`src/rtl/tcm_pkg.sv`:
```
// package for the tape control channel block: widths, codes, reset values, timing
// assumes a 50 MHz clock; shared by the top module, its checker and the bench
package tcm_pkg;
    localparam int TCM_DRIVES = 8;
    localparam int TCM_DRV_W = 3;
    localparam int TCM_FIFO_W = 9;
    localparam int TCM_FIFO_D = 16;
    localparam int TCM_CLK_MHZ = 50;
    localparam int TCM_SEQ_US = 32;
    localparam int TCM_SEQ_US_7T = 50;
    localparam int TCM_SEQ_CYC = TCM_SEQ_US * TCM_CLK_MHZ;
    localparam int TCM_SEQ_CYC_7T = TCM_SEQ_US_7T * TCM_CLK_MHZ;
    localparam int TCM_TICK_W = 12;
    localparam int TCM_TICK_CYC = 50;
    localparam logic [TCM_TICK_W-1:0] TCM_TICK_LAST = 12'h0_031;
    localparam int TCM_METER_W = 32;
    localparam logic [TCM_METER_W-1:0] TCM_METER_RST = 32'h0000_0000;
    localparam logic [7:0] TCM_CMD_WRITE = 8'h01;
    localparam logic [7:0] TCM_CMD_READF = 8'h02;
    localparam logic [7:0] TCM_CMD_SENSE = 8'h04;
    localparam logic [7:0] TCM_CMD_READB = 8'h0C;
    localparam logic [7:0] TCM_SENSE_OK = 8'h00;
    localparam logic [7:0] TCM_SENSE_PAR = 8'h40;
    localparam logic [7:0] TCM_SENSE_REJ = 8'h80;
    typedef enum logic [2:0] {
        TCM_CH_IDLE, TCM_CH_OUT, TCM_CH_IN, TCM_CH_SENSE, TCM_CH_END
    } tcm_ch_e;
    typedef enum logic [1:0] {
        TCM_DV_IDLE, TCM_DV_RUN, TCM_DV_DONE
    } tcm_dv_e;
endpackage : tcm_pkg

```
`src/rtl/tcm_fifo.sv`:
```
// flip-flop fifo with valid/ready on both sides
// assumes single clock, synchronous inputs
`timescale 1ns/1ps
module tcm_fifo #(
    parameter int W = 9,
    parameter int D = 16
) (
    input wire logic clk,
    input wire logic rst_n,
    input wire logic ce,
    input wire logic flush,
    input wire logic in_valid,
    output logic in_ready,
    input wire logic [W-1:0] in_data,
    output logic out_valid,
    input wire logic out_ready,
    output logic [W-1:0] out_data
);
    localparam int AW = $clog2(D);
    logic [W-1:0] mem_q [D];
    logic [W-1:0] mem_d [D];
    logic [AW-1:0] wp_q, wp_d, rp_q, rp_d;
    logic [AW:0] cnt_q, cnt_d;
    logic wr, rd;

    always_comb begin
        in_ready = cnt_q != (AW+1)'(D);
        out_valid = cnt_q != '0;
        out_data = mem_q[rp_q];
        wr = in_valid && in_ready;
        rd = out_valid && out_ready;
        wp_d = wr ? wp_q + AW'(1) : wp_q;
        rp_d = rd ? rp_q + AW'(1) : rp_q;
        cnt_d = cnt_q + (AW+1)'(wr) - (AW+1)'(rd);
        if (flush) begin
            wp_d = '0;
            rp_d = '0;
            cnt_d = '0;
        end
    end

    generate
        for (genvar i = 0; i < D; i++) begin : g_ent
            always_comb begin
                mem_d[i] = (wr && wp_q == AW'(i)) ? in_data : mem_q[i];
            end
            always_ff @(posedge clk or negedge rst_n) begin
                if (!rst_n) begin
                    mem_q[i] <= '0;
                end else if (ce) begin
                    mem_q[i] <= mem_d[i];
                end
            end
        end
    endgenerate

    always_ff @(posedge clk or negedge rst_n) begin
        if (!rst_n) begin
            wp_q <= '0;
            rp_q <= '0;
            cnt_q <= '0;
        end else if (ce) begin
            wp_q <= wp_d;
            rp_q <= rp_d;
            cnt_q <= cnt_d;
        end
    end
endmodule : tcm_fifo

```
`src/rtl/tcm_top.sv`:
```
// tape control channel side: command intake, burst data, parity, drive select, metering
// assumes synchronous channel and drive inputs on clk; host holds channel in burst
// Notes on behaviour
// - one command, one drive, until done
// - data moves in burst, channel held
// - parity checked on every data byte
// - write: check bus-out parity, regenerate for drive
// - read: check drive parity, regenerate for host
// - sense bytes carry generated correct parity
// - command bytes are parity checked
// - separate channel and drive sequencers
// - own address from jumper inputs only
// - drive address is its port number
// - unit meter: metering request and online
// - drive meter: request, loaded, off load point
// - busy indicator from accept to device end
// - one switch takes unit and drives offline
// - offline inhibits every usage meter
// - second online switch when dual-channel fitted
// - sequences may exceed 32 us, 50 us bound
// - at most eight drives, one per port
`timescale 1ns/1ps
module tcm_top
    import tcm_pkg::*;
#(
    parameter int SEQ_LIMIT = tcm_pkg::TCM_SEQ_CYC_7T
) (
    input wire logic clk,
    input wire logic rst_n,
    input wire logic ce,
    input wire logic [7:0] jumper_addr,
    input wire logic dual_fitted,
    input wire logic online_sw_a,
    input wire logic online_sw_b,
    input wire logic cmd_valid,
    input wire logic [7:0] cmd_addr,
    input wire logic [7:0] cmd_byte,
    input wire logic cmd_par,
    input wire logic [tcm_pkg::TCM_DRV_W-1:0] cmd_drive,
    input wire logic burst_hold,
    input wire logic out_valid,
    input wire logic [7:0] out_byte,
    input wire logic out_par,
    output logic out_ready,
    output logic in_valid,
    output logic [7:0] in_byte,
    output logic in_par,
    input wire logic in_ready,
    output logic cmd_accept,
    output logic device_end,
    output logic [7:0] unit_status,
    output logic busy_ind,
    output logic seq_long,
    input wire logic metering_req,
    output logic online,
    output logic [tcm_pkg::TCM_METER_W-1:0] unit_meter,
    output logic [tcm_pkg::TCM_DRIVES*tcm_pkg::TCM_METER_W-1:0] drive_meter,
    output logic [tcm_pkg::TCM_DRIVES-1:0] drv_sel,
    output logic drv_wr_valid,
    output logic [8:0] drv_wr_data,
    input wire logic drv_wr_ready,
    input wire logic drv_rd_valid,
    input wire logic [8:0] drv_rd_data,
    input wire logic drv_rd_last,
    input wire logic drv_op_done,
    input wire logic [tcm_pkg::TCM_DRIVES-1:0] drv_loaded,
    input wire logic [tcm_pkg::TCM_DRIVES-1:0] drv_at_lp,
    output logic drv_start,
    output logic drv_dir_wr
);
    import tcm_pkg::*;

    tcm_ch_e ch_q, ch_d;
    tcm_dv_e dv_q, dv_d;
    logic [7:0] cmd_q, cmd_d, sense_q, sense_d, status_q, status_d;
    logic [TCM_DRV_W-1:0] drv_q, drv_d;
    logic [TCM_DRIVES-1:0] sel_q, sel_d;
    logic busy_q, busy_d, acc_q, acc_d, de_q, de_d, start_q, start_d, dirw_q, dirw_d;
    logic online_q, online_d, slong_q, slong_d;
    logic [15:0] seq_q, seq_d;
    logic iv_q, iv_d, ip_q, ip_d;
    logic [7:0] ib_q, ib_d;
    logic wv_q, wv_d;
    logic [8:0] wd_q, wd_d;
    logic [TCM_TICK_W-1:0] tick_q, tick_d;
    logic [TCM_METER_W-1:0] um_q, um_d;
    logic [TCM_METER_W-1:0] dm_q [TCM_DRIVES];
    logic [TCM_METER_W-1:0] dm_d [TCM_DRIVES];
    logic f_in_valid, f_in_ready, f_out_valid, f_out_ready, f_flush, tick;
    logic [8:0] f_in_data, f_out_data;
    logic is_wr, is_rd, cmd_ok, sw_on, par_err;

    // write data path buffer toward the drive
    tcm_fifo #(.W(TCM_FIFO_W), .D(TCM_FIFO_D)) u_fifo (
        .clk(clk),
        .rst_n(rst_n),
        .ce(ce),
        .flush(f_flush),
        .in_valid(f_in_valid),
        .in_ready(f_in_ready),
        .in_data(f_in_data),
        .out_valid(f_out_valid),
        .out_ready(f_out_ready),
        .out_data(f_out_data)
    );

    // channel sequencer, one store of control
    always_comb begin
        ch_d = ch_q;
        cmd_d = cmd_q;
        drv_d = drv_q;
        sel_d = sel_q;
        busy_d = busy_q;
        acc_d = 1'b0;
        start_d = 1'b0;
        dirw_d = dirw_q;
        sense_d = sense_q;
        status_d = status_q;
        iv_d = iv_q;
        ib_d = ib_q;
        ip_d = ip_q;
        par_err = 1'b0;
        is_wr = cmd_byte == TCM_CMD_WRITE;
        is_rd = cmd_byte == TCM_CMD_READF || cmd_byte == TCM_CMD_READB;
        cmd_ok = is_wr || is_rd || cmd_byte == TCM_CMD_SENSE;
        f_in_valid = 1'b0;
        f_in_data = '0;
        f_flush = 1'b0;
        if (iv_q && in_ready) begin
            iv_d = 1'b0;
        end
        case (ch_q)
            TCM_CH_IDLE: begin
                // own address only from jumpers
                if (cmd_valid && online_q && cmd_addr == jumper_addr) begin
                    acc_d = 1'b1;
                    busy_d = 1'b1;
                    cmd_d = cmd_byte;
                    drv_d = cmd_drive;
                    // drive picked by its port number alone
                    sel_d = TCM_DRIVES'(1) << cmd_drive;
                    status_d = '0;
                    f_flush = 1'b1;
                    // command byte parity, odd
                    if (^{cmd_byte, cmd_par} != 1'b1) begin
                        sense_d = TCM_SENSE_PAR;
                        status_d = 8'h02;
                        ch_d = TCM_CH_END;
                    end else if (!cmd_ok) begin
                        sense_d = TCM_SENSE_REJ;
                        status_d = 8'h02;
                        ch_d = TCM_CH_END;
                    end else if (cmd_byte == TCM_CMD_SENSE) begin
                        ch_d = TCM_CH_SENSE;
                    end else begin
                        sense_d = TCM_SENSE_OK;
                        start_d = 1'b1;
                        dirw_d = is_wr;
                        ch_d = is_wr ? TCM_CH_OUT : TCM_CH_IN;
                    end
                end
            end
            TCM_CH_OUT: begin
                // burst write: check bus-out parity, regenerate
                if (out_valid && f_in_ready) begin
                    f_in_valid = 1'b1;
                    f_in_data = {~^out_byte, out_byte};
                    if (^{out_byte, out_par} != 1'b1) begin
                        par_err = 1'b1;
                    end
                end
                if (!burst_hold && !out_valid) begin
                    ch_d = TCM_CH_END;
                end
            end
            TCM_CH_IN: begin
                // burst read: check drive parity, regenerate
                if (drv_rd_valid && (!iv_q || in_ready)) begin
                    iv_d = 1'b1;
                    ib_d = drv_rd_data[7:0];
                    ip_d = ~^drv_rd_data[7:0];
                    if (^drv_rd_data != 1'b1) begin
                        par_err = 1'b1;
                    end
                end
                if (drv_rd_last && drv_rd_valid) begin
                    ch_d = TCM_CH_END;
                end
            end
            TCM_CH_SENSE: begin
                // one sense byte with generated parity
                if (!iv_q) begin
                    iv_d = 1'b1;
                    ib_d = sense_q;
                    ip_d = ~^sense_q;
                    ch_d = TCM_CH_END;
                end
            end
            default: begin
                // wait for drive side and drained output
                if (!iv_q && !wv_q && (dv_q == TCM_DV_IDLE || dv_q == TCM_DV_DONE) && !f_out_valid) begin
                    busy_d = 1'b0;
                    sel_d = '0;
                    ch_d = TCM_CH_IDLE;
                end
            end
        endcase
        if (par_err) begin
            sense_d = TCM_SENSE_PAR;
            status_d = 8'h02;
        end
    end

    // drive sequencer, second independent store
    always_comb begin
        dv_d = dv_q;
        f_out_ready = 1'b0;
        wv_d = wv_q;
        wd_d = wd_q;
        de_d = 1'b0;
        if (wv_q && drv_wr_ready) begin
            wv_d = 1'b0;
        end
        case (dv_q)
            TCM_DV_IDLE: begin
                if (start_q) begin
                    dv_d = TCM_DV_RUN;
                end
            end
            TCM_DV_RUN: begin
                if (dirw_q && f_out_valid && (!wv_q || drv_wr_ready)) begin
                    f_out_ready = 1'b1;
                    wv_d = 1'b1;
                    wd_d = f_out_data;
                end
                if (drv_op_done) begin
                    dv_d = TCM_DV_DONE;
                end
            end
            default: begin
                if (ch_q == TCM_CH_END && !f_out_valid && !wv_q && !iv_q) begin
                    de_d = 1'b1;
                    dv_d = TCM_DV_IDLE;
                end
            end
        endcase
        if (ch_q == TCM_CH_END && dv_q == TCM_DV_IDLE && busy_q && !iv_q && !wv_q && !f_out_valid) begin
            de_d = 1'b1;
        end
    end

    // online switch(es), long-sequence watch, meters
    always_comb begin
        sw_on = online_sw_a && (!dual_fitted || online_sw_b);
        online_d = sw_on;
        seq_d = (busy_q && seq_q != 16'hFFFF) ? seq_q + 16'h0_001 : 16'h0_000;
        slong_d = busy_q && 32'(seq_q) >= SEQ_LIMIT;
        tick = tick_q == TCM_TICK_LAST;
        tick_d = (metering_req && online_q) ? (tick ? '0 : tick_q + TCM_TICK_W'(1)) : tick_q;
        um_d = um_q + TCM_METER_W'(metering_req && online_q && tick);
    end

    generate
        for (genvar i = 0; i < TCM_DRIVES; i++) begin : g_drv
            always_comb begin
                dm_d[i] = dm_q[i] + TCM_METER_W'(metering_req && online_q && tick
                                                 && drv_loaded[i] && !drv_at_lp[i]);
            end
            always_ff @(posedge clk or negedge rst_n) begin
                if (!rst_n) begin
                    dm_q[i] <= TCM_METER_RST;
                end else if (ce) begin
                    dm_q[i] <= dm_d[i];
                end
            end
            assign drive_meter[i*TCM_METER_W +: TCM_METER_W] = dm_q[i];
        end
    endgenerate

    always_ff @(posedge clk or negedge rst_n) begin
        if (!rst_n) begin
            ch_q <= TCM_CH_IDLE;
            dv_q <= TCM_DV_IDLE;
            cmd_q <= '0;
            drv_q <= '0;
            sel_q <= '0;
            busy_q <= 1'b0;
            acc_q <= 1'b0;
            de_q <= 1'b0;
            start_q <= 1'b0;
            dirw_q <= 1'b0;
            sense_q <= TCM_SENSE_OK;
            status_q <= '0;
            iv_q <= 1'b0;
            ib_q <= '0;
            ip_q <= 1'b0;
            wv_q <= 1'b0;
            wd_q <= '0;
            online_q <= 1'b0;
            slong_q <= 1'b0;
            seq_q <= '0;
            tick_q <= '0;
            um_q <= TCM_METER_RST;
        end else if (ce) begin
            ch_q <= ch_d;
            dv_q <= dv_d;
            cmd_q <= cmd_d;
            drv_q <= drv_d;
            sel_q <= sel_d;
            busy_q <= busy_d;
            acc_q <= acc_d;
            de_q <= de_d;
            start_q <= start_d;
            dirw_q <= dirw_d;
            sense_q <= sense_d;
            status_q <= status_d;
            iv_q <= iv_d;
            ib_q <= ib_d;
            ip_q <= ip_d;
            wv_q <= wv_d;
            wd_q <= wd_d;
            online_q <= online_d;
            slong_q <= slong_d;
            seq_q <= seq_d;
            tick_q <= tick_d;
            um_q <= um_d;
        end
    end

    assign out_ready = ch_q == TCM_CH_OUT && f_in_ready && ce;
    assign in_valid = iv_q;
    assign in_byte = ib_q;
    assign in_par = ip_q;
    assign cmd_accept = acc_q;
    assign device_end = de_q;
    assign unit_status = status_q;
    assign busy_ind = busy_q;
    assign seq_long = slong_q;
    assign online = online_q;
    assign unit_meter = um_q;
    assign drv_sel = sel_q;
    assign drv_wr_valid = wv_q;
    assign drv_wr_data = wd_q;
    assign drv_start = start_q;
    assign drv_dir_wr = dirw_q;
endmodule : tcm_top
```
`config.mk`:
```
export PLATFORM = sky130hd
export DESIGN_NAME = tcm_top
export DESIGN_NICKNAME = d
export VERILOG_FILES = /design/src/rtl/tcm_pkg.sv /design/src/rtl/tcm_fifo.sv /design/src/rtl/tcm_top.sv
export SDC_FILE = /design/constraint.sdc
export NUM_CORES = 1
export LEC_CHECK = 0
export BUFFER_PORTS_ARGS = -buffer_cell sky130_fd_sc_hd__buf_2
export CAP_MARGIN = 20
export CORE_MARGIN = 8
export CORE_UTILIZATION = 60
export CTS_BUF_LIST = sky130_fd_sc_hd__clkbuf_16
export DETAILED_ROUTE_END_ITERATION = 7
export PLACE_DENSITY = 0.85
export SYNTH_ARGS = -nofsm -noshare
export SYNTH_HDL_FRONTEND = slang
export SYNTH_SLANG_ARGS = --single-unit
```
`constraint.sdc`:
```
create_clock -name clk -period 9.25 [get_ports clk]
set_input_delay 1.3875 -clock clk [delete_from_list [all_inputs] [get_ports clk]]
set_output_delay 1.3875 -clock clk [all_outputs]
set_load 0.02 [all_outputs]
```
# Word-level counts from Yosys, hierarchy flattened
# Index checks and enable logic that the tools add are counted.
[word_totals] reg_bits=529 in_bits=77 out_inout_bits=332
[op_classes] add_sub_neg=15 order_cmp=2 eq_ne=37 n_shift=1 n_mux=75 n_bitwise=3 n_reduce_logical=130
[ops] cell="$add A32 B1 Y32" n=9
[ops] cell="$mux W8" n=13
[ops] cell="$logic_and A1 B1 Y1" n=62
[ops] cell="$reduce_and A2 Y1" n=19
[ops] cell="$bmux W9 S4" n=1
[ops] cell="$mux W9" n=4
[ops] cell="$eq A4 B4 Y1 const B" n=8
[ops] cell="$pmux W8 S2" n=2
[ops] cell="$mux W1" n=28
[ops] cell="$reduce_xor A9 Y1" n=3
[ops] cell="$reduce_xnor A8 Y1" n=3
[ops] cell="$mux W3" n=7
[ops] cell="$add A16 B1 Y16 const B" n=1
[ops] cell="$eq A4 B3 Y1 const B" n=4
[ops] cell="$ge A16 B12 Y1 const B" n=1
[ops] cell="$mux W16" n=1
[ops] cell="$mux W4" n=4
[ops] cell="$ne A16 B16 Y1 const B" n=1
[ops] cell="$reduce_and A4 Y1" n=4
[ops] cell="$logic_not A1 Y1" n=14
[ops] cell="$mux W2" n=7
[ops] cell="$ne A2 B2 Y1 const B" n=7
[ops] cell="$add A12 B1 Y12 const B" n=1
[ops] cell="$eq A12 B6 Y1 const B" n=1
[ops] cell="37 further kinds" n=58

# Logic depth before layout (Yosys ltp)
[depth] word_depth=9 mapped_depth=16 ltp_nobuf=15

# Hierarchy
# A second synthesis with hierarchy kept.
[unflattened] hier_cells=2057 area_unflattened_um2=24188.2
[by_module_without_submodules] mod="tcm_top" instances=1 cells_each=1516 area_each_um2=16658.5 seq_area_each_um2=8983.6
[by_module_without_submodules] mod="tcm_fifo" instances=1 cells_each=541 area_each_um2=7529.7 seq_area_each_um2=3928.8

# Worst setup path before layout
# Ideal clock, no wire load.
[synth_path] path_kind="in2out" start="input ce" end="output out_ready" t_arrival_ns=2.977 t_required_ns=7.863 setup_slack_ns=4.885 cell_stages=7 n_path_buf=6 cell_sequence="buf_2 -> buf_2 -> clkbuf_8 -> clkbuf_1 -> buf_1 -> clkbuf_1 -> and2_1"
[synth_via] elab_chain_cells=1
[synth_rtl] element="from (decl)" line="tcm_top.sv:30" text="input wire logic ce,"
[synth_rtl] element="$logic_and A1 B1 Y1" line="tcm_top.sv:330" text="assign out_ready = ch_q == TCM_CH_OUT && f_in_ready && ce;"
[synth_rtl] element="to (decl)" line="tcm_top.sv:44" text="output logic out_ready,"
# No other way between the ends.

# Final worst setup path
[layout_path] start="register tick_q[9]" end="register dm_q (netlist bit drive_meter[220])"
[layout_via] elab_chain_cells=5
[layout_rtl] element="from (decl)" line="tcm_top.sv:85" text="logic [TCM_TICK_W-1:0] tick_q, tick_d;"
[layout_rtl] element="from (signal assigned)" line="tcm_top.sv:325" text="tick_q <= tick_d;"
[layout_rtl] element="$eq A12 B6 Y1" line="tcm_top.sv:258" text="tick = tick_q == TCM_TICK_LAST;"
[layout_rtl] element="$logic_and A1 B1 Y1" line="tcm_top.sv:266" text="dm_d[i] = dm_q[i] + TCM_METER_W'(metering_req && online_q && tick"
[layout_rtl] element="$logic_and A1 B1 Y1 (2 in a row)" line="tcm_top.sv:267" text="&& drv_loaded[i] && !drv_at_lp[i]);"
[layout_rtl] element="$add A32 B1 Y32" line="tcm_top.sv:266"
[layout_rtl] element="to (signal, indexed assignment)" line="tcm_top.sv:273" text="dm_q[i] <= dm_d[i];"
[layout_rtl] element="to (decl)" line="tcm_top.sv:87" text="logic [TCM_METER_W-1:0] dm_q [TCM_DRIVES];"
# No other way between the ends.
# A chain may end at the register's enable or synchronous reset.

==> Implementation_results.wiki <==
{| class="wikitable"
! Metric !! Value
|-
| Max Clock Skew || 32.5 ps
|-
| Critical Path AT || 4800 ps
|-
| Count of input and output buffers || about 400
|-
| Max-cap viol count || 0
|-
| Layout Area Growth over Synthesis || 17.1%
|-
| Buffers inserted during post-CTS setup optimization || 0
|-
| Vertical extent of the die || 215 um
|-
| Xor-xnor portion of the synthesized cell area || 0.123
|-
| Routed met1 length || ~24000 um
|-
| Endpoints failing setup || 0
|-
| Worst slew pin tran || a little under 1000 ps
|-
| Standard cell with the maximum stage delay on the critical path || sky130_fd_sc_hd__nor3_1
|-
| DRT iter0 DRCs || 1581
|-
| Max Used Layer || met4
|-
| DR WL met2 || approximately 30000 um
|-
| First-pass GRT wire length || just under 100000 um
|-
| Num ports || between 400 and 500
|-
| Number of cell rows || 73
|-
| Cells after DPL || 2893
|-
| Number of warning messages in the yosys log || 0
|-
| Clk sinks || 516
|-
| Number of buffers on the longest clock path || 3
|-
| Die width || 215 um
|-
| Headroom to the max-slew limit || 0.343
|-
| Met3 wirelength from detailed routing || 4990 um
|-
| Grt ovf || 0
|-
| Count of distinct cell types in the synthesized netlist || 67
|-
| Maximum level of the CTS H-tree || 2
|-
| Number of antenna violations at the first check in global routing || 2
|-
| Total wire length after detailed routing || 61600 um
|-
| Reg clk slew, reported paths || 60 ps
|-
| Unrepaired setup endpoints after global routing || no
|-
| Main combinational cell family by area after synthesis || simple AND/OR/NAND/NOR gates
|-
| EDFF count, synth || 0
|-
| DRC viols || 0
|-
| Fraction of final layout cells with drive strength greater than 1 || 0.277
|-
| Count of non-filler cells in the finished layout || between 2000 and 3000
|-
| Hold crit path type || reg2reg
|-
| Static leakage || about 14 nW
|-
| Cell at the root of the clock tree || sky130_fd_sc_hd__clkbuf_16
|-
| Maximum clock frequency || roughly 0.23 GHz
|-
| Worst hold-check slack || roughly 460 ps
|-
| Most area-hungry cell type in the Yosys netlist || sky130_fd_sc_hd__dfrtp_1
|-
| Leading post-synthesis cells by cell area || sky130_fd_sc_hd__dfrtp_1 (54%), sky130_fd_sc_hd__xnor2_1 (8.6%), sky130_fd_sc_hd__mux2_2 (6.3%), sky130_fd_sc_hd__mux4_2 (4.3%), sky130_fd_sc_hd__nand2_1 (4.0%)
|-
| Placement-stage cell area || ~0.026 sq mm
|-
| Netlist Area Pre-Place || between 0.02 and 0.025 sq mm
|-
| Power Density || roughly 180 mW/mm^2
|-
| Kind of start point of the critical path || flop
|-
| Post-Syn Instances || between 2000 and 2500
|-
| Share of the yosys chip area belonging to registers || 0.544
|-
| Total core area || just under 0.04 sq mm
|-
| Post-Syn Area per Cell || ~12 sq um
|-
| RePlAce Congestion || between 0.9 and 1
|-
| Result of the run || complete, no violations
|-
| Average routed wire per standard cell || roughly 21 um
|-
| Post-synthesis share of cell area spent on full adders, half adders and majority gates || 0.0182
|-
| Crit-path max FO || 10
|-
| Post-synth top area share || 0.544
|-
| Final Slew Violations || 0
|-
| Req. time, crit path || between 9000 and 10000 ps
|-
| Final-report hold violation count || 0
|-
| Leading cell types in the layout, fill and taps excluded || sky130_fd_sc_hd__dfrtp_1 (515), sky130_fd_sc_hd__buf_2 (400), sky130_fd_sc_hd__nand2_1 (253)
|-
| Post-route design area || roughly 0.028 sq mm
|-
| Flip-flop cell with the highest count after synthesis || sky130_fd_sc_hd__dfrtp_1
|-
| Most common library cell in the layout ignoring fill and taps || sky130_fd_sc_hd__dfrtp_1
|-
| Number of detailed-route iterations in the first pass || 5
|-
| Crit-path max cell delay || ~590 ps
|-
| Source-to-sink clock delay at the later pin of the worst-skew pair || about 610 ps
|-
| Number of gates resized after CTS || 0
|-
| Period Utilization, post-route || 0.464
|-
| Compound-cell area share of the yosys netlist || 0.0262
|-
| Final ANT Viol Nets || 0
|-
| Worst VDD drop || between 150 and 200 uV
|-
| Final #Nets || around 2500
|-
| Post-layout minimum cycle time || approximately 4300 ps
|-
| Via/cell ratio || around 5.8
|-
| Simple-Gate Fraction of Synth Area || 0.158
|-
| Crit path setup slack, layout || between 4000 and 5000 ps
|-
| DIE AREA || 0.0462 sq mm
|-
| Maximum number of pins on one net before global-route repair || 176
|-
| Share of async-settable or async-resettable flops after synthesis || 1.00
|-
| Number of storage elements in the synthesis netlist || ~520
|-
| Multiplexer area fraction after synthesis || 0.107
|-
| Total half-perimeter wirelength after legalization and detailed placement || 44300 um
|-
| All-Layer GR Usage || 0.261
|-
| Vias in the first global route || 17700
|-
| CP Capture Type || flop
|-
| Post-CTS Hold Buffers || 0
|-
| Sum of negative setup slack || 0 ps
|-
| Initial cell density of the core || 0.603
|-
| Cells along the critical path || nor4_1, nand4_1, nor4_1, nand3_1, nor3b_1, ha_1, ha_1, nand4_1, nor3_1, nand2_1, nor2_1, xor2_1
|-
| Type of the setup path with the least slack || reg2reg
|-
| CTS tree || yes
|-
| Total number of vias || 17400
|-
| TritonCTS Buffers || 53
|-
| Setup Slack @ Placement || between 4000 and 5000 ps
|}
layout make-up:
class / count / area, sq um
diodes: 2 / 5.00
clock buffers: 53 / 1330
clock inverters: 45 / 295
fillers: 2603 / 11600
inverters: 55 / 206
multi-input cells: 1390 / 10300
flip-flops and latches: 516 / 12900
well taps: 525 / 657
repair buffers: 409 / 2100
critical path, delay by kind of cell, from the launching register on:
family / cells / cell delay [ps]
AND/OR/NAND/NOR: 9 / 3110
flip-flops: 1 / 420
adder cells (fa/ha/maj): 2 / 530
XOR/XNOR: 1 / 170
stage by stage:
step | power [mW] | util
finish | 4.87 | 0.706
global route | 5.05 | 0.706
CTS | 4.90 | 0.706
detailed placement | 2.90 | 0.664
global placement | 2.87 | 0.664
floorplan | 2.73 | -
worst paths after layout:
path	cells after the start	from	to	slack (ps)
setup / recovery	12	tick_q[9]	drive_meter[220]	4960
hold / removal	1	drive_meter[255]	drive_meter[255]	460
setup reg to reg	12	tick_q[9]	drive_meter[220]	4960
hold reg to reg	1	drive_meter[255]	drive_meter[255]	460
max in group asynchronous	2	rst_n	u_fifo.rp_q[0]	6810
min in group asynchronous	1	rst_n	drive_meter[117]	860
Yosys cell counts (all sizes together), types with 2 or more instances:
library cell / number
mux4: 45
and4: 28
ha: 33
nor2b: 4
mux2: 133
o22ai: 3
xnor3: 3
nand4b: 4
or2: 5
dfrtp: 516
a21oi: 16
nand3b: 2
mux2i: 3
nand3: 114
or4: 4
clkbuf: 33
nor2: 114
and3: 49
nor3: 23
nand4: 76
inv: 55
nor4: 18
nor3b: 11
xnor2: 233
o21ai: 51
nor4b: 2
o211ai: 3
and2: 14
o31ai: 8
nand2: 255
a21o: 9
o31a: 2
nand2b: 9
buf: 34
a22oi: 2
xor2: 93
or4b: 2
logic make-up after synthesis:
group,after synthesis
xor+xnor,329
flops,516
buf+inv,122
mux,181
simple gates,738
fa+ha+maj,34
other cells,1
compound gates,101
state kept, by name (all words and copies together) (netlist names), 2 cells and up:
signal        flops
unit_meter       32
seq_q            16
u_fifo.wp_q       4
in_byte           8
u_fifo.rp_q       4
ch_q              3
tick_q           12
drive_meter     256
drv_sel           8
sense_q           2
u_fifo.cnt_q      5
u_fifo.mem_q    144
drv_wr_data       9
dv_q              2
metal layers:
metal	vias to the layer above	GRT usage
li1	7796	-
met1	8819	0.329
met2	702	0.432
met3	128	0.0646
met4	0	0.0983
met5	-	0
power by group:
part | internal, mW | leakage, nW | switching, mW | total (mW)
combinational | 0.181 | 6.38 | 0.277 | 0.458
sequential | 2.34 | 7.09 | 0.0694 | 2.41
clock | 1.12 | 0.869 | 0.885 | 2.01
total | 3.64 | 14.3 | 1.23 | 4.87
(Power assumes the default switching activity.)
